## src/cwg_pkg.sv

```systemverilog
// package: register map, field positions and constants of the complementary waveform generator
package cwg_pkg;
    // register byte addresses
    localparam logic [7:0] CWG_CTRL_ADDR     = 8'h00;
    localparam logic [7:0] CWG_SRC_ADDR      = 8'h04;
    localparam logic [7:0] CWG_SHUT_ADDR     = 8'h08;
    localparam logic [7:0] CWG_DB_RISE_ADDR  = 8'h0c;
    localparam logic [7:0] CWG_DB_FALL_ADDR  = 8'h10;
    localparam logic [7:0] CWG_STATUS_ADDR   = 8'h14;
    // control register fields
    localparam int CTRL_MODULE_ENABLE  = 7;
    localparam int CTRL_PIN_ENABLE_B   = 6;
    localparam int CTRL_PIN_ENABLE_A   = 5;
    localparam int CTRL_POLARITY_B     = 4;
    localparam int CTRL_POLARITY_A     = 3;
    localparam int CTRL_CLOCK_SELECT   = 0;
    // source register fields
    localparam int SRC_LEVEL_B         = 7;
    localparam int SRC_LEVEL_A         = 6;
    localparam int SRC_SELECT_LSB      = 0;
    // shutdown register fields
    localparam int SHUT_SOFT_ACTIVE    = 7;
    localparam int SHUT_AUTO_RESTART   = 6;
    localparam int SHUT_SRC_FAULT_PIN  = 3;
    localparam int SHUT_SRC_LOGIC2     = 2;
    localparam int SHUT_SRC_CMP2       = 1;
    localparam int SHUT_SRC_CMP1       = 0;
    // status register fields
    localparam int STAT_IN_SHUTDOWN    = 4;
    localparam int STAT_INPUT_LEVEL    = 3;
    localparam int STAT_OUT_B          = 1;
    localparam int STAT_OUT_A          = 0;
    // reset values
    localparam logic [7:0] CTRL_RESET  = 8'h00;
    localparam logic [7:0] SRC_RESET   = 8'h00;
    localparam logic [7:0] SHUT_RESET  = 8'h00;
    localparam logic [5:0] DB_RESET    = 6'h00;
    // dead-band counter width
    localparam int DB_WIDTH            = 6;
    // internal oscillator rate and its phase-accumulator step per system clock
    localparam int SYS_CLOCK_HZ        = 50_000_000;
    localparam int FAST_OSC_HZ         = 16_000_000;
    localparam int PHASE_WIDTH         = 8;
    localparam logic [PHASE_WIDTH-1:0] FAST_OSC_STEP =
        PHASE_WIDTH'((longint'(FAST_OSC_HZ) << PHASE_WIDTH) / longint'(SYS_CLOCK_HZ));
    // answers
    localparam logic [1:0] RESP_OKAY   = 2'b00;
    localparam logic [1:0] RESP_SLVERR = 2'b10;
    typedef enum logic [1:0] {CWG_IDLE, CWG_RISE_WAIT, CWG_FALL_WAIT} cwg_phase_t;
endpackage

```

## src/cwg_deadband.sv

```systemverilog
// dead-band edge timer: counts tick periods after an edge, then signals expiry
`timescale 1ns/10ps
module cwg_deadband #(
    parameter int WIDTH = 6
) (
    input  wire logic             aclk,
    input  wire logic             aresetn,
    input  wire logic             start,
    input  wire logic             abort,
    input  wire logic             tick,
    input  wire logic [WIDTH-1:0] count,
    output logic                  busy,
    output logic                  done
);
    logic [WIDTH-1:0] cnt_r;

    // zero count gives done in the start cycle itself
    always_comb begin
        done = (start && count == '0) || (busy && !start && tick && cnt_r + WIDTH'(1) >= count);
    end

    always_ff @(posedge aclk) begin
        if (!aresetn || abort) begin
            busy  <= 1'b0;
            cnt_r <= '0;
        end else if (start) begin
            busy  <= (count != '0);
            cnt_r <= '0;
        end else if (done) begin
            busy  <= 1'b0;
        end else if (busy && tick) begin
            cnt_r <= cnt_r + WIDTH'(1);
        end
    end
endmodule

```

## src/cwg_top.sv

```systemverilog
// complementary waveform generator with dead band, auto-shutdown and an AXI4-Lite register slave
// Functional notes
// - two outputs from one selected input
// - dead interval between the two outputs
// - two independent six-bit edge counters
// - dead-band clock: system or 16 MHz
// - three-bit field picks one of eight
// - both drives cleared right after enable
// - cleared pin enable releases that pin
// - enabled pin gets override or waveform
// - module disabled: pins entirely released
// - polarity bit set means active high
// - override levels never inverted by polarity
// - auto-shutdown with sources, restart, levels
// - rising edge: B off, A later
// - falling edge: A off, B later
// - count zero means no dead band
// - shutdown drives the configured override levels
//
// Added by the designer: the AXI4-Lite register port and the register offsets.
`timescale 1ns/10ps
module cwg_top #(
    parameter int DB_BITS = cwg_pkg::DB_WIDTH
) (
    input  wire logic        aclk,
    input  wire logic        aresetn,
    input  wire logic [7:0]  s_axi_awaddr,
    input  wire logic [2:0]  s_axi_awprot,
    input  wire logic        s_axi_awvalid,
    output logic             s_axi_awready,
    input  wire logic [31:0] s_axi_wdata,
    input  wire logic [3:0]  s_axi_wstrb,
    input  wire logic        s_axi_wvalid,
    output logic             s_axi_wready,
    output logic [1:0]       s_axi_bresp,
    output logic             s_axi_bvalid,
    input  wire logic        s_axi_bready,
    input  wire logic [7:0]  s_axi_araddr,
    input  wire logic [2:0]  s_axi_arprot,
    input  wire logic        s_axi_arvalid,
    output logic             s_axi_arready,
    output logic [31:0]      s_axi_rdata,
    output logic [1:0]       s_axi_rresp,
    output logic             s_axi_rvalid,
    input  wire logic        s_axi_rready,
    input  wire logic        comparator1_synced_out,
    input  wire logic        comparator2_synced_out,
    input  wire logic        pwm_channel1_out,
    input  wire logic        pwm_channel2_out,
    input  wire logic        pwm_channel3_out,
    input  wire logic        pwm_channel4_out,
    input  wire logic        numeric_oscillator_out,
    input  wire logic        logic_cell1_out,
    input  wire logic        comparator1_async_out,
    input  wire logic        comparator2_async_out,
    input  wire logic        logic_cell2_out,
    input  wire logic        fault_pin,
    output logic             drive_output_a,
    output logic             drive_output_a_oe,
    output logic             drive_output_b,
    output logic             drive_output_b_oe
);
    logic [7:0]         ctrl_r;
    logic [7:0]         src_r;
    logic [7:0]         shut_r;
    logic [DB_BITS-1:0] db_rise_r;
    logic [DB_BITS-1:0] db_fall_r;
    logic               aw_got_r;
    logic               w_got_r;
    logic [7:0]         awaddr_r;
    logic [31:0]        wdata_r;
    logic [3:0]         wstrb_r;
    logic [7:0]         in_s1_r;
    logic [7:0]         in_s2_r;
    logic [3:0]         flt_s1_r;
    logic [3:0]         flt_s2_r;
    logic               sel_prev_r;
    logic [cwg_pkg::PHASE_WIDTH-1:0] phase_r;
    logic               tick_r;
    logic               en_prev_r;
    logic               wave_a_r;
    logic               wave_b_r;
    logic               shutdown_r;
    logic               soft_active_r;
    logic               out_a_r;
    logic               out_b_r;
    logic               oe_a_r;
    logic               oe_b_r;

    logic        module_enable;
    logic        output_a_pin_enable;
    logic        output_b_pin_enable;
    logic        output_a_polarity;
    logic        output_b_polarity;
    logic        deadband_clock_select;
    logic [2:0]  input_source_select;
    logic        shutdown_level_a;
    logic        shutdown_level_b;
    logic        sel_in;
    logic        rise_edge;
    logic        fall_edge;
    logic        db_tick;
    logic        rise_busy;
    logic        rise_done;
    logic        fall_busy;
    logic        fall_done;
    logic        fault_hit;
    logic        do_write;
    logic        restart_ok;

    assign module_enable         = ctrl_r[cwg_pkg::CTRL_MODULE_ENABLE];
    assign output_a_pin_enable   = ctrl_r[cwg_pkg::CTRL_PIN_ENABLE_A];
    assign output_b_pin_enable   = ctrl_r[cwg_pkg::CTRL_PIN_ENABLE_B];
    assign output_a_polarity     = ctrl_r[cwg_pkg::CTRL_POLARITY_A];
    assign output_b_polarity     = ctrl_r[cwg_pkg::CTRL_POLARITY_B];
    assign deadband_clock_select = ctrl_r[cwg_pkg::CTRL_CLOCK_SELECT];
    assign input_source_select   = src_r[cwg_pkg::SRC_SELECT_LSB +: 3];
    assign shutdown_level_a      = src_r[cwg_pkg::SRC_LEVEL_A];
    assign shutdown_level_b      = src_r[cwg_pkg::SRC_LEVEL_B];

    // ---------------- AXI4-Lite write channel ----------------
    assign s_axi_awready = !aw_got_r && !s_axi_bvalid;
    assign s_axi_wready  = !w_got_r && !s_axi_bvalid;
    assign do_write      = aw_got_r && w_got_r && !s_axi_bvalid;

    always_ff @(posedge aclk) begin
        if (!aresetn) begin
            aw_got_r <= 1'b0;
            w_got_r  <= 1'b0;
            awaddr_r <= 8'h00;
            wdata_r  <= 32'h0000_0000;
            wstrb_r  <= 4'h0;
        end else begin
            if (s_axi_awvalid && s_axi_awready) begin
                aw_got_r <= 1'b1;
                awaddr_r <= s_axi_awaddr;
            end
            if (s_axi_wvalid && s_axi_wready) begin
                w_got_r <= 1'b1;
                wdata_r <= s_axi_wdata;
                wstrb_r <= s_axi_wstrb;
            end
            if (do_write) begin
                aw_got_r <= 1'b0;
                w_got_r  <= 1'b0;
            end
        end
    end

    always_ff @(posedge aclk) begin
        if (!aresetn) begin
            s_axi_bvalid <= 1'b0;
            s_axi_bresp  <= cwg_pkg::RESP_OKAY;
        end else if (do_write) begin
            s_axi_bvalid <= 1'b1;
            case (awaddr_r)
                cwg_pkg::CWG_CTRL_ADDR, cwg_pkg::CWG_SRC_ADDR, cwg_pkg::CWG_SHUT_ADDR,
                cwg_pkg::CWG_DB_RISE_ADDR, cwg_pkg::CWG_DB_FALL_ADDR, cwg_pkg::CWG_STATUS_ADDR:
                    s_axi_bresp <= cwg_pkg::RESP_OKAY;
                default:
                    s_axi_bresp <= cwg_pkg::RESP_SLVERR;
            endcase
        end else if (s_axi_bready) begin
            s_axi_bvalid <= 1'b0;
        end
    end

    // configuration registers, byte lane 0 only
    always_ff @(posedge aclk) begin
        if (!aresetn) begin
            ctrl_r    <= cwg_pkg::CTRL_RESET;
            src_r     <= cwg_pkg::SRC_RESET;
            db_rise_r <= DB_BITS'(cwg_pkg::DB_RESET);
            db_fall_r <= DB_BITS'(cwg_pkg::DB_RESET);
        end else if (do_write && wstrb_r[0]) begin
            case (awaddr_r)
                cwg_pkg::CWG_CTRL_ADDR:    ctrl_r    <= wdata_r[7:0] & 8'hf9;
                cwg_pkg::CWG_SRC_ADDR:     src_r     <= wdata_r[7:0] & 8'hc7;
                cwg_pkg::CWG_DB_RISE_ADDR: db_rise_r <= wdata_r[DB_BITS-1:0];
                cwg_pkg::CWG_DB_FALL_ADDR: db_fall_r <= wdata_r[DB_BITS-1:0];
                default: ;
            endcase
        end
    end

    // ---------------- AXI4-Lite read channel ----------------
    assign s_axi_arready = !s_axi_rvalid;

    always_ff @(posedge aclk) begin
        if (!aresetn) begin
            s_axi_rvalid <= 1'b0;
            s_axi_rdata  <= 32'h0000_0000;
            s_axi_rresp  <= cwg_pkg::RESP_OKAY;
        end else if (s_axi_arvalid && s_axi_arready) begin
            s_axi_rvalid <= 1'b1;
            s_axi_rresp  <= cwg_pkg::RESP_OKAY;
            case (s_axi_araddr)
                cwg_pkg::CWG_CTRL_ADDR:    s_axi_rdata <= {24'h000000, ctrl_r};
                cwg_pkg::CWG_SRC_ADDR:     s_axi_rdata <= {24'h000000, src_r};
                cwg_pkg::CWG_SHUT_ADDR:    s_axi_rdata <= {24'h000000, soft_active_r, shut_r[6:0]};
                cwg_pkg::CWG_DB_RISE_ADDR: s_axi_rdata <= 32'(db_rise_r);
                cwg_pkg::CWG_DB_FALL_ADDR: s_axi_rdata <= 32'(db_fall_r);
                cwg_pkg::CWG_STATUS_ADDR:  s_axi_rdata <= {27'h0000000, shutdown_r, sel_prev_r, 1'b0, out_b_r, out_a_r};
                default: begin
                    s_axi_rdata <= 32'h0000_0000;
                    s_axi_rresp <= cwg_pkg::RESP_SLVERR;
                end
            endcase
        end else if (s_axi_rready) begin
            s_axi_rvalid <= 1'b0;
        end
    end

    // ---------------- input synchronisers and source select ----------------
    always_ff @(posedge aclk) begin
        if (!aresetn) begin
            in_s1_r  <= 8'h00;
            in_s2_r  <= 8'h00;
            flt_s1_r <= 4'h0;
            flt_s2_r <= 4'h0;
        end else begin
            in_s1_r  <= {logic_cell1_out, numeric_oscillator_out, pwm_channel4_out, pwm_channel3_out,
                         pwm_channel2_out, pwm_channel1_out, comparator2_synced_out, comparator1_synced_out};
            in_s2_r  <= in_s1_r;
            flt_s1_r <= {fault_pin, logic_cell2_out, comparator2_async_out, comparator1_async_out};
            flt_s2_r <= flt_s1_r;
        end
    end

    assign sel_in    = in_s2_r[input_source_select];
    assign rise_edge = module_enable && sel_in && !sel_prev_r;
    assign fall_edge = module_enable && !sel_in && sel_prev_r;

    always_ff @(posedge aclk) begin
        if (!aresetn) begin
            sel_prev_r <= 1'b0;
        end else begin
            sel_prev_r <= sel_in;
        end
    end

    // ---------------- dead-band clock ----------------
    // fast oscillator modelled as a phase accumulator ticking at about 15.8 MHz average (step 81 of 256 per 50 MHz clock)
    always_ff @(posedge aclk) begin
        if (!aresetn) begin
            phase_r <= '0;
            tick_r  <= 1'b0;
        end else begin
            {tick_r, phase_r} <= {1'b0, phase_r} + {1'b0, cwg_pkg::FAST_OSC_STEP};
        end
    end

    assign db_tick = deadband_clock_select ? tick_r : 1'b1;

    cwg_deadband #(.WIDTH(DB_BITS)) u_rise (
        .aclk    (aclk),
        .aresetn (aresetn),
        .start   (rise_edge),
        .abort   (fall_edge || !module_enable),
        .tick    (db_tick),
        .count   (db_rise_r),
        .busy    (rise_busy),
        .done    (rise_done)
    );

    cwg_deadband #(.WIDTH(DB_BITS)) u_fall (
        .aclk    (aclk),
        .aresetn (aresetn),
        .start   (fall_edge),
        .abort   (rise_edge || !module_enable),
        .tick    (db_tick),
        .count   (db_fall_r),
        .busy    (fall_busy),
        .done    (fall_done)
    );

    // ---------------- active waveform ----------------
    always_ff @(posedge aclk) begin
        en_prev_r <= aresetn && module_enable;
    end

    always_ff @(posedge aclk) begin
        if (!aresetn || !module_enable || !en_prev_r) begin
            wave_a_r <= 1'b0;
            wave_b_r <= 1'b0;
        end else begin
            if (rise_edge) begin
                wave_b_r <= 1'b0;
            end else if (fall_done) begin
                wave_b_r <= 1'b1;
            end
            if (fall_edge) begin
                wave_a_r <= 1'b0;
            end else if (rise_done) begin
                wave_a_r <= 1'b1;
            end
        end
    end

    // ---------------- auto-shutdown ----------------
    assign fault_hit = |(flt_s2_r & shut_r[3:0]);

    always_ff @(posedge aclk) begin
        if (!aresetn) begin
            shut_r <= cwg_pkg::SHUT_RESET;
        end else if (do_write && wstrb_r[0] && awaddr_r == cwg_pkg::CWG_SHUT_ADDR) begin
            shut_r <= wdata_r[7:0] & 8'h4f;
        end
    end

    // fault sets the flag and wins over a software clear; auto-restart clears it when faults drop
    always_ff @(posedge aclk) begin
        if (!aresetn) begin
            soft_active_r <= 1'b0;
        end else if (fault_hit) begin
            soft_active_r <= 1'b1;
        end else if (do_write && wstrb_r[0] && awaddr_r == cwg_pkg::CWG_SHUT_ADDR) begin
            soft_active_r <= wdata_r[cwg_pkg::SHUT_SOFT_ACTIVE];
        end else if (shut_r[cwg_pkg::SHUT_AUTO_RESTART]) begin
            soft_active_r <= 1'b0;
        end
    end

    // overrides persist until the first rising edge after the flag clears
    assign restart_ok = !soft_active_r && !fault_hit && rise_edge;

    always_ff @(posedge aclk) begin
        if (!aresetn) begin
            shutdown_r <= 1'b0;
        end else if (soft_active_r || fault_hit) begin
            shutdown_r <= 1'b1;
        end else if (restart_ok) begin
            shutdown_r <= 1'b0;
        end
    end

    // ---------------- pin drive ----------------
    always_ff @(posedge aclk) begin
        if (!aresetn) begin
            out_a_r <= 1'b0;
            out_b_r <= 1'b0;
            oe_a_r  <= 1'b0;
            oe_b_r  <= 1'b0;
        end else begin
            oe_a_r <= module_enable && output_a_pin_enable;
            oe_b_r <= module_enable && output_b_pin_enable;
            if (shutdown_r || soft_active_r || fault_hit) begin
                out_a_r <= shutdown_level_a;
                out_b_r <= shutdown_level_b;
            end else begin
                out_a_r <= output_a_polarity ? wave_a_r : !wave_a_r;
                out_b_r <= output_b_polarity ? wave_b_r : !wave_b_r;
            end
        end
    end

    assign drive_output_a    = out_a_r;
    assign drive_output_b    = out_b_r;
    assign drive_output_a_oe = oe_a_r;
    assign drive_output_b_oe = oe_b_r;

    // unused bus qualifiers and status of counters
    logic unused_ok;
    assign unused_ok = &{1'b0, s_axi_awprot, s_axi_arprot, rise_busy, fall_busy, wstrb_r[3:1], wdata_r[31:8]};
endmodule

```

## config.mk

```make
export PLATFORM = sky130hd
export DESIGN_NAME = cwg_top
export DESIGN_NICKNAME = d
export VERILOG_FILES = /design/src/cwg_pkg.sv /design/src/cwg_deadband.sv /design/src/cwg_top.sv
export SDC_FILE = /design/constraint.sdc
export NUM_CORES = 1
export LEC_CHECK = 0
export BUFFER_PORTS_ARGS = -buffer_cell sky130_fd_sc_hd__buf_2
export CAP_MARGIN = 10
export CORE_ASPECT_RATIO = 1.2
export CORE_MARGIN = 4
export CORE_UTILIZATION = 50
export DETAILED_ROUTE_END_ITERATION = 10
export MAX_ROUTING_LAYER = met4
export PLACE_DENSITY = 0.83
export SKIP_LAST_GASP = 1
export SYNTH_ARGS = -nofsm -noshare
export SYNTH_HDL_FRONTEND = slang
export SYNTH_SLANG_ARGS = --single-unit
```

## constraint.sdc

```tcl
create_clock -name aclk -period 7.31 [get_ports aclk]
set_input_delay 0.731 -clock aclk [delete_from_list [all_inputs] [get_ports aclk]]
set_output_delay 0.731 -clock aclk [all_outputs]
set_load 0.03 [all_outputs]
```

## After elaboration in Yosys (flattened, before gate mapping)

Cells that the tools add are included.

| storage, ports and cells | value |
|---|---|
| bits in latches | 0 |
| flip-flop bits (word level) | 142 |
| logic and storage cells | 158 |
| memory bits (writable) | 0 |
| memories kept | 0 |
| memory bits (read-only) | 0 |
| input bits | 77 |

| cells by class | value |
|---|---|
| shift-type cells | 0 |
| add/subtract/negate cells | 3 |
| reductions and logical operators | 80 |
| eq/ne operators | 10 |
| multiply operators | 0 |
| bitwise logic cells | 4 |
| order comparisons | 3 |
| multiplexer cells | 23 |
| div/mod/pow operators | 0 |

Operator list:

| kind | number |
|---|---|
| $pmux 8 s6 | 1 |
| $eq 8x4->1 const B | 4 |
| $eq 8x5->1 const B | 4 |
| $logic_and 1x1->1 | 28 |
| $mux 1 | 19 |
| $eq 8x3->1 const B | 2 |
| $logic_not 8->1 | 2 |
| $logic_not 1->1 | 15 |
| $add 6x1->6 const B | 2 |
| $ge 6x6->1 | 2 |
| $logic_not 6->1 | 2 |
| $reduce_and 2->1 | 6 |
| $reduce_bool 6->1 | 2 |
| $reduce_or 6->1 | 2 |
| $logic_or 1x1->1 | 11 |
| $reduce_bool 2->1 | 5 |
| $reduce_or 2->1 | 5 |
| $add 8x7->9 const B | 1 |
| $and 4x4->4 | 1 |
| $lt 3x4->1 const B | 1 |
| $mux 2 | 2 |
| $reduce_or 4->1 | 1 |
| $bmux 1 s3 | 1 |
| $not 1->1 | 3 |
| $reduce_bool 3->1 | 1 |

## Logic depth before layout (Yosys ltp)

Gate-level depths: netlist of run 1.

| depth | value |
|---|---|
| depth in word-level cells | 12 |
| depth in mapped cells | 11 |

## Cells and area by module

A second synthesis of run 1 with hierarchy kept.

| second synthesis, totals | value |
|---|---|
| cell total of the unflattened synthesis | 564 |
| area total of the unflattened synthesis | 5,306.3 µm² |

Modules (own cells, without submodules):

| module | area an instance (µm²) | cells an instance | times used |
|---|---|---|---|
| cwg_top | 4,167.7 | 436 | 1 |
| cwg_deadband | 569.3 | 64 | 2 |

## Worst setup path before layout of run 1

OpenSTA, ideal clock, no wires.

| path | value |
|---|---|
| path type | register -> register |
| start | register u_fall.cnt_r[0] |
| end | register u_fall.cnt_r[3] |
| path slack | 4.796 ns |
| buffers on the path | 0 |
| stages on the path, launching flop included | 11 |
| period minus slack after synthesis | 2.514 ns |
| required time | 7.237 ns |
| arrival | 2.442 ns |
| cells stage by stage | dfxtp_1 ha_1 nand3_1 xnor2_1 ha_1 a21o_1 a21oi_1 o21ai_0 and3_4 or4_1 a21oi_1 |

| on the way | value |
|---|---|
| longest elaborated chain between the ends | 6 |

Ends and longest elaborated chain:

| element | RTL line | source |
|---|---|---|
| from (decl) | cwg_deadband.sv:15 | `logic [WIDTH-1:0] cnt_r;` |
| from (signal assigned) | cwg_deadband.sv:32 | `cnt_r <= cnt_r + WIDTH'(1);` |
| $add 6x1->6 * | cwg_deadband.sv:19, cwg_deadband.sv:32 |  |
| $ge 6x6->1 | cwg_deadband.sv:19 | `done = (start && count == '0) \|\| (busy && !start && tick && cnt_r + WIDTH'(1) >= count);` |
| $logic_and 1x1->1 | cwg_deadband.sv:19 |  |
| $logic_or 1x1->1 | cwg_deadband.sv:19 |  |
| $not 1->1 (no source line) | - |  |
| $reduce_and 2->1 (no source line) | - |  |

Mark *: on every way between the ends. The rest lies on a longest branch, timed or not.
A chain may end at the register's enable or synchronous reset.

## Final worst setup path of run 1

| path | value |
|---|---|
| start | register u_fall.cnt_r[0] |
| end | register u_fall.cnt_r[5] |

Same word-level chain as after synthesis.

==> flow_summary.toml, run 1 <==
[cts]
post_cts_buffers = 0
cts_tree = "yes"
htreeDepth = 4
clk_pin_slew_ns = 0.05
cts_buffers = 17
cts.sinks = 116
ctsResizeCount = 0
clk_latency_ns = 0.41
clock_path_buffers = 2
hold_buffers = 0
cts_root_buffer = "clkbuf_16"

[detailed_routing]
wirelength_um = 11500
vias = 4190
ant_nets = 0
dr.pass1.iters = 5
drtIter0Drc = 249
routed_via_density = 5.40
drc = 0
wl_per_cell_um = 14.8

[global_route]
groute.usage.overall = 0.199
grt_pass1_vias = 4044
grt_pass1_wl_um = 18900
antenna_found_initial = 0
overflow = 0
grt_max_degree = 102

[synthesis]
ys_warn_count = 0
synthArstFlopShare = 0
synth_top_area_share = 0.433
synth-seq-cells = 116
yosysTopAreaCell = "dfxtp_1"
syn-cell-area_mm2 = 0.00536
synth_edf_count = 0
yosysMostFrequentCell = "dfxtp_1"
yosys-top-cells-area = "dfxtp_1 (43%), mux2i_1 (6.7%), nand2_1 (4.8%)"
avgSynthCellArea_um2 = 9.32
ys_top_cells_by_count = "dfxtp_1 (116), nand2_1 (69), mux2i_1 (36), nor2b_1 (36), and2_1 (35)"
synthCells = 575
yosysSeqAreaShare = 0.433
synthDistinctLibCells = 56
synth_flop_cell = "dfxtp_1"

[setup_path]
endpoint_kind = "register"
required_ns = 7.64
cp_max_fo = 7
r2r_cells = 10
path_class = "register to register"
start_kind = "register"
cp.arrival_ns = 3.16

[place]
io_buffers = 62
gp_congestion = 0.821
dp_hpwl_um = 8010
pre_cts_slack_ns = 4.50

[floorplanning]
die_area_mm2 = 0.0124
die_h_um = 121
io_pins = 122
rows = 41
die_w_um = 103
initial_utilization = 0.510
core_mm2 = 0.0105

[sta]
fin_crit_sh = 0.388
max_freq_ghz = 0.353
slew_headroom = 0.381
fin_tns_setup_ns = 0
clock_skew_ns = 0.00718
fin_crit_ns = 2.84
rsz0062_at_grt = "no"
finalMaxSlewViolations = 0
fin_ws_ns = 4.47
finalHoldViolCount = 0
setup_viol = 0
tightest_slew_ns = 0.903

[power]
clkPwrFrac = 0.531
comb_power_share = 0.063
p_int_mw = 1.28
power_frac_seq = 0.407
cellLeakagePower_nw = 2.78
irDropWorstVdd_mv = 0.187
p_per_area_mw_per_mm2 = 263
power_switching_mw = 0.370
p_sw_frac = 0.225

[final_layout]
syn_to_final_growth_pct = 17.2
drive_above_1_share = 0.167
diodes = 0
num-nets-final = 726

[min_path]
worstHoldPathCells = 1
holdCritPathClass = "register to register"

[status]
status = "completed"

[run]
drv_cap = 0
## routing by layer
metal  global-route usage  share of wire
met5                    -              0
met4                0.113          0.038
met3               0.0460          0.050
met1                0.222           0.39
met2                0.325           0.52
## power by group through the flow
stage / clock network (mW) / registers (mW) / logic (mW)
final: 0.876 / 0.671 / 0.103
after global routing: 0.915 / 0.673 / 0.116
after CTS: 0.886 / 0.671 / 0.104
after detailed placement: 0 / 0.684 / 0.103
after global placement: 0 / 0.683 / 0.0999
after floorplan: 0 / 0.684 / 0.0831
## worst paths after layout
path / startpoint / to / slack [ns]
worst max register to register: u_fall.cnt_r[0] / u_fall.cnt_r[5] / 4.47
worst min-delay path: in_s1_r[2] / in_s2_r[2] / 0.43
worst max-delay path: u_fall.cnt_r[0] / u_fall.cnt_r[5] / 4.47
worst min register to register: in_s1_r[2] / in_s2_r[2] / 0.43
## flip-flops by register name (all words and copies together), names as in the netlist, 6 cells and up
register and flops:
awaddr_r 8, in_s1_r 8, in_s2_r 8, phase_r 8, s_axi_rdata 8, wdata_r 8, ctrl_r 6, db_fall_r 6
db_rise_r 6, u_fall.cnt_r 6, u_rise.cnt_r 6
## cell type report
cell class / count / area, um^2
fill: 831 / 4230
sequential: 116 / 2320
timing repair buffer: 63 / 318
tap: 129 / 161
clock buffer: 20 / 457
multi-input combinational: 420 / 2790
clock inverter: 12 / 178
inverter: 16 / 60.1
## logic make-up after synthesis
| group | count (synthesis) | share of synthesized area |
|---|---|---|
| fa+ha+maj | 15 | 0.0350 |
| flops | 116 | 0.433 |
| mux | 45 | 0.0910 |
| xor+xnor | 16 | 0.0261 |
| simple gates | 226 | 0.228 |
| compound gates | 92 | 0.121 |
| buf+inv | 64 | 0.0644 |
| other cells | 1 | 0.000700 |
## cells in the final DEF, fill, tap and decap left out, drive strengths merged, types with 18 or more instances in the layout
cell type  count
dfxtp        116
nor2b         36
nor2          23
a21oi         18
mux2i         36
and2          36
buf           63
a21boi        20
nand2         69
clkbuf        20
conb          26
## critical path, stage by stage, from the launching register on
cell	delay [ns]
dfxtp_1	0.44
ha_1	0.27
nand3_1	0.13
xnor2_1	0.19
ha_1	0.27
a21o_1	0.18
a21oi_1	0.13
o21ai_0	0.22
a31oi_4	0.32
or4b_1	0.46
a21oi_1	0.15
## stage by stage
stage | instances | power, mW | util | instance area (um^2) | hold WS (ns)
global placement | 744 | 0.782 | 0.537 | 5650 | 0.417
CTS | 776 | 1.66 | 0.597 | 6280 | 0.427
detailed placement | 744 | 0.787 | 0.537 | 5650 | 0.420
floorplan | 600 | 0.767 | - | 5450 | 0.412
global route | 776 | 1.70 | 0.597 | 6280 | 0.441
finish | 776 | 1.65 | 0.597 | 6280 | 0.427
Power figures use the tool's default switching activity.
==> run 2, diff against run 1 <==
--- a/config.mk
+++ b/config.mk
@@ -9,10 +9,10 @@
 export CAP_MARGIN = 10
 export CORE_ASPECT_RATIO = 1.2
 export CORE_MARGIN = 4
-export CORE_UTILIZATION = 50
+export CORE_UTILIZATION = 49
 export DETAILED_ROUTE_END_ITERATION = 10
 export MAX_ROUTING_LAYER = met4
-export PLACE_DENSITY = 0.83
+export PLACE_DENSITY = 0.84
 export SKIP_LAST_GASP = 1
 export SYNTH_ARGS = -nofsm -noshare
 export SYNTH_HDL_FRONTEND = slang
==> constraint.sdc (replaced) <==
create_clock -name aclk -period 2.5 [get_ports aclk]
set_input_delay 0.25 -clock aclk [delete_from_list [all_inputs] [get_ports aclk]]
set_output_delay 0.25 -clock aclk [all_outputs]
set_load 0.03 [all_outputs]
==> flow_summary.toml, run 2 (synthesis gave the netlist of run 1 again) <==
[sta]
tightest_slew_ns = 0.716
fin_crit_ns = 2.50
rsz0062_at_grt = "yes"
fin_crit_sh = 1.00
finalHoldViolCount = 0
clock_skew_ns = 0.00656
fin_ws_ns = -0.000924
slew_headroom = 0.522
max_freq_ghz = 0.400
setup_viol = 1
finalMaxSlewViolations = 0

[setup_path]
required_ns = 2.85
r2r-start = "u_rise.cnt_r[1]"
cp_max_fo = 7
endpoint_kind = "register"
start_kind = "register"
worstSetupStartpoint = "u_rise.cnt_r[1]"
slowest_delay_ns = 0.37
cp_slowest_cell = "or3_4"
path_class = "register to register"
cp.arrival_ns = 2.85
cp_cell_sequence = "nand3_1 -> or2_4 -> xnor2_2 -> ha_4 -> a21oi_4 -> o21ai_2 -> and3_4 -> buf_4 -> or3_4 -> a21oi_2"

[cts]
clk_latency_ns = 0.42
cts_buffers = 17
cts.sinks = 116
cts_root_buffer = "clkbuf_16"
clock_path_buffers = 2
clk_pin_slew_ns = 0.06
htreeDepth = 4
hold_buffers = 0
cts_tree = "yes"

[global_route]
grt_use_met1 = 0.239
met2_usage = 0.362
groute.usage.overall = 0.220
grtUsageMet3 = 0.0529
busiest_layer = "met2"
grt_pass1_wl_um = 20900
antenna_found_initial = 0
grt_max_degree = 96
grt_pass1_vias = 4416
overflow = 0

[final_layout]
num-nets-final = 749
drive_above_1_share = 0.239
design_area_mm2 = 0.00655
final_common_cell = "dfxtp_1"
diodes = 0
multi_input_area_mm2 = 0.00290
syn_to_final_growth_pct = 22.2
final-seq-area_mm2 = 0.00234
fillerInstances = 766
mostFrequentLayoutCells = "dfxtp_1 (107), nand2_1 (69), buf_2 (62)"

[min_path]
hp-start = "numeric_oscillator_out"
holdCritPathClass = "primary input to register"

[detailed_routing]
drtIter0Drc = 284
ant_nets = 0
vias = 4403
dr.pass1.iters = 5
drc = 0
routed_via_density = 5.51
wl_per_cell_um = 16.8
wirelength_um = 13400

[power]
cellLeakagePower_nw = 2.91
p_per_area_mw_per_mm2 = 723
irDropWorstVdd_mv = 0.598
p_total_mw = 4.73

[status]
violations = "setup timing"
status = "finished with violations"

[floorplanning]
die_h_um = 123
core_mm2 = 0.0106
initial_utilization = 0.505
die_w_um = 103
io_pins = 122
die_area_mm2 = 0.0127
rows = 41

[place]
postPlaceCellArea_mm2 = 0.00577
io_buffers = 62
gp_congestion = 0.885
dp_hpwl_um = 8600

[run]
drv_cap = 0
## run 2: final timing paths
kind                          end  slack [ns]  depth (start not counted)
setup / recovery  u_rise.cnt_r[3]     -0.0009                         10
hold / removal         in_s1_r[6]        0.04                          2
setup reg to reg  u_rise.cnt_r[3]     -0.0009                         10
hold reg to reg        in_s2_r[5]        0.44                          1
## run 2: timing repair
item / 4_1_cts / 5_1_grt
cloned: 0 / 0
setup endpoints to repair: 8 / 10
gates resized for setup: 12 / 24
buffers inserted: 3 / 4
pin swaps: 4 / 15
## run 2: final cells by class
cell class | instances | share of cell area
clock buffer | 19 | 0.0676
clock inverter | 13 | 0.0243
inverter | 16 | 0.00917
multi-input combinational | 420 | 0.442
sequential | 116 | 0.357
tap | 129 | 0.0247
timing repair buffer | 86 | 0.0749
## run 2: worst max-delay path: cells and delay by family, from the launching register on
kind	cells	cell delay, ns
buffers and inverters	1	0.16
adder cells (fa/ha/maj)	1	0.27
flip-flops	1	0.36
AND/OR/NAND/NOR	4	0.98
AO/OA/AOI/OAI	3	0.39
XOR/XNOR	1	0.27
## run 2: layer usage
metal | wire [um] | vias to the layer above
met4 | 620 | 0
met5 | 0 | -
li1 | - | 2107
met3 | 721 | 51
met2 | 6870 | 184
met1 | 5180 | 2061
## run 2: metrics by stage
step | setup slack, ns | TNS (ns) | instances | hold WS [ns] | utilization
after floorplan | 0.0599 | 0 | 600 | 0.377 | -
after global placement | 0.0329 | 0 | 760 | 0.422 | 0.543
after detailed placement | -0.0505 | -0.237 | 760 | 0.426 | 0.543
after CTS | 0.00926 | 0 | 795 | 0.0330 | 0.604
after global routing | -0.0658 | -0.355 | 799 | 0.0349 | 0.617
final | -0.000924 | -0.000924 | 799 | 0.0392 | 0.617
## run 2: power breakdown
part / leakage [nW] / switching [mW] / internal [mW]
combinational: 1.67 / 0.199 / 0.110
clock: 0.289 / 0.874 / 1.59
sequential: 0.952 / 0.0512 / 1.91
total: 2.91 / 1.12 / 3.61
==> run 3, diff against run 2 <==
--- a/config.mk
+++ b/config.mk
@@ -16,4 +16,5 @@
 export SKIP_LAST_GASP = 1
 export SYNTH_ARGS = -nofsm -noshare
 export SYNTH_HDL_FRONTEND = slang
+export SYNTH_HIERARCHICAL = 1
 export SYNTH_SLANG_ARGS = --single-unit
==> flow_summary.toml, run 3 <==
[status]
status = "completed"

[floorplanning]
core_mm2 = 0.0106
die_h_um = 122
die_area_mm2 = 0.0126
initial_utilization = 0.502
rows = 41
die_w_um = 103
io_pins = 122

[setup_path]
cp_cell_sequence = "and3_1 -> and3_1 -> xor2_1 -> ha_1 -> a21oi_2 -> o211a_1 -> o21ai_0 -> o41ai_1"
crit_top_cell = "and3_1"
endpoint_kind = "register"
path_class = "register to register"
cp_max_fo = 4
slowest_delay_ns = 0.39
cp_slowest_cell = "dfxtp_1"
required_ns = 2.80
start_kind = "register"
cp.arrival_ns = 2.62

[synthesis]
synth_top_area_share = 0.438
ys_warn_count = 6
synthDistinctLibCells = 58
yosysSeqAreaShare = 0.438
syn-cell-area_mm2 = 0.00531
synth_edf_count = 0
avgSynthCellArea_um2 = 9.41
yosysMostFrequentCell = "dfxtp_1"
synthArstFlopShare = 0
yosysTopAreaCell = "dfxtp_1"
synth-seq-cells = 116
synth_flop_cell = "dfxtp_1"
yosys-top-cells-area = "dfxtp_1 (44%), mux2i_1 (8.1%), nor2_1 (4.3%)"
synthCells = 564
ys_top_cells_by_count = "dfxtp_1 (116), nor2_1 (61), nand2_1 (56)"

[global_route]
antenna_found_initial = 0
groute.usage.overall = 0.206
grt_max_degree = 60
grt_pass1_vias = 4165
overflow = 0
grt_pass1_wl_um = 19600

[detailed_routing]
dr.pass1.iters = 4
wl_per_cell_um = 15.5
wirelength_um = 12000
drc = 0
routed_via_density = 5.45
drtIter0Drc = 284
vias = 4219
ant_nets = 0

[sta]
slew_headroom = 0.567
clock_skew_ns = 0.00412
setup_viol = 0
max_freq_ghz = 0.432
rsz0062_at_grt = "no"
fin_crit_ns = 2.31
fin_crit_sh = 0.926
finalMaxSlewViolations = 0
finalHoldViolCount = 0
fin_ws_ns = 0.186
fin_tns_setup_ns = 0
tightest_slew_ns = 0.645

[cts]
clock_path_buffers = 2
clk_latency_ns = 0.41
cts.sinks = 116
hold_buffers = 0
cts_root_buffer = "clkbuf_16"
htreeDepth = 4
cts_tree = "yes"
cts_buffers = 17
clk_pin_slew_ns = 0.06

[final_layout]
num-nets-final = 724
mostFrequentLayoutCells = "dfxtp_1 (115), buf_2 (62), nor2_1 (61)"
final_common_cell = "dfxtp_1"
fillerInstances = 853
diodes = 0
drive_above_1_share = 0.195
finish.utilization = 0.595
syn_to_final_growth_pct = 18.6

[power]
cellLeakagePower_nw = 2.59
p_per_area_mw_per_mm2 = 761
power_frac_seq = 0.409
comb_power_share = 0.065
power_switching_mw = 1.18
p_sw_frac = 0.247
p_int_mw = 3.60
clkPwrFrac = 0.525
irDropWorstVdd_mv = 0.490

[min_path]
holdCritPathClass = "primary input to register"

[place]
dp_hpwl_um = 8410
gp_congestion = 0.861
io_buffers = 62
pre_cts_slack_ns = 0.104

[run]
drv_cap = 0
run 3: final timing paths:
path	from	to	slack [ns]	cells past startpoint
worst max register to register	u_fall/cnt_r[0]	u_fall/cnt_r[1]	0.19	8
worst min register to register	in_s1_r[1]	in_s2_r[1]	0.43	1
worst max-delay path	u_fall/cnt_r[0]	u_fall/cnt_r[1]	0.19	8
worst min-delay path	s_axi_rready	s_axi_rvalid	0.03	2
run 3: critical path: cells and delay by family, from the launching register on:
family	cells	cell delay, ns
adder cells (fa/ha/maj)	1	0.29
XOR/XNOR	1	0.18
flip-flops	1	0.39
AND/OR/NAND/NOR	2	0.45
AO/OA/AOI/OAI	4	0.88
run 3: timing repair:
action / 4_1_cts / 5_1_grt
setup buffers: 0 / 1
gates resized for setup: 0 / 4
hold endpoints to repair: 0 / 0
setup endpoints to repair: 0 / 4
run 3: cells by family (layout without fill, tap and decap cells):
logic type / after synthesis / in the layout / share of synthesized area
compound gates: 88 / 88 / 0.116
xor+xnor: 21 / 21 / 0.0347
simple gates: 214 / 214 / 0.221
fa+ha+maj: 15 / 15 / 0.0354
buf+inv: 63 / 119 / 0.0646
other cells: 1 / 26 / 0.000707
mux: 46 / 46 / 0.0896
flops: 116 / 116 / 0.438
run 3: per-layer routing:
| metal | routed length, um | vias to the layer above | part of all wire | track usage |
|---|---|---|---|---|
| met5 | 0 | - | 0 | - |
| met3 | 498 | 30 | 0.042 | 0.0424 |
| li1 | - | 2055 | - | - |
| met4 | 352 | 0 | 0.029 | 0.0915 |
| met2 | 6400 | 113 | 0.53 | 0.358 |
| met1 | 4720 | 2021 | 0.39 | 0.223 |
run 3: area by class of cell:
type | instances | area (um^2) | area share
Multi-Input combinational cell | 410 | 2750 | 0.436
Inverter | 16 | 60.1 | 0.00954
Tap cell | 129 | 161 | 0.0257
Clock buffer | 17 | 425 | 0.0676
Timing Repair Buffer | 71 | 378 | 0.0601
Sequential cell | 116 | 2320 | 0.369
Clock inverter | 15 | 198 | 0.0314
run 3: power groups by stage:
| stage | combinational (mW) | clock, mW | sequential [mW] |
|---|---|---|---|
| final | 0.313 | 2.51 | 1.96 |
| after global routing | 0.343 | 2.62 | 1.97 |
| after CTS | 0.312 | 2.54 | 1.96 |
| after detailed placement | 0.309 | 0 | 2.00 |
| after global placement | 0.300 | 0 | 1.99 |
| after floorplan | 0.261 | 0 | 1.99 |
run 3: metrics by stage:
stage               hold slack [ns]  cells  instance area, um^2  power (mW)
finish                       0.0266    774                 6290        4.79
global route                 0.0243    774                 6290        4.93
CTS                          0.0202    773                 6270        4.81
detailed placement            0.419    741                 5650        2.31
global placement              0.416    741                 5650        2.29
floorplan                     0.350    589                 5400        2.25
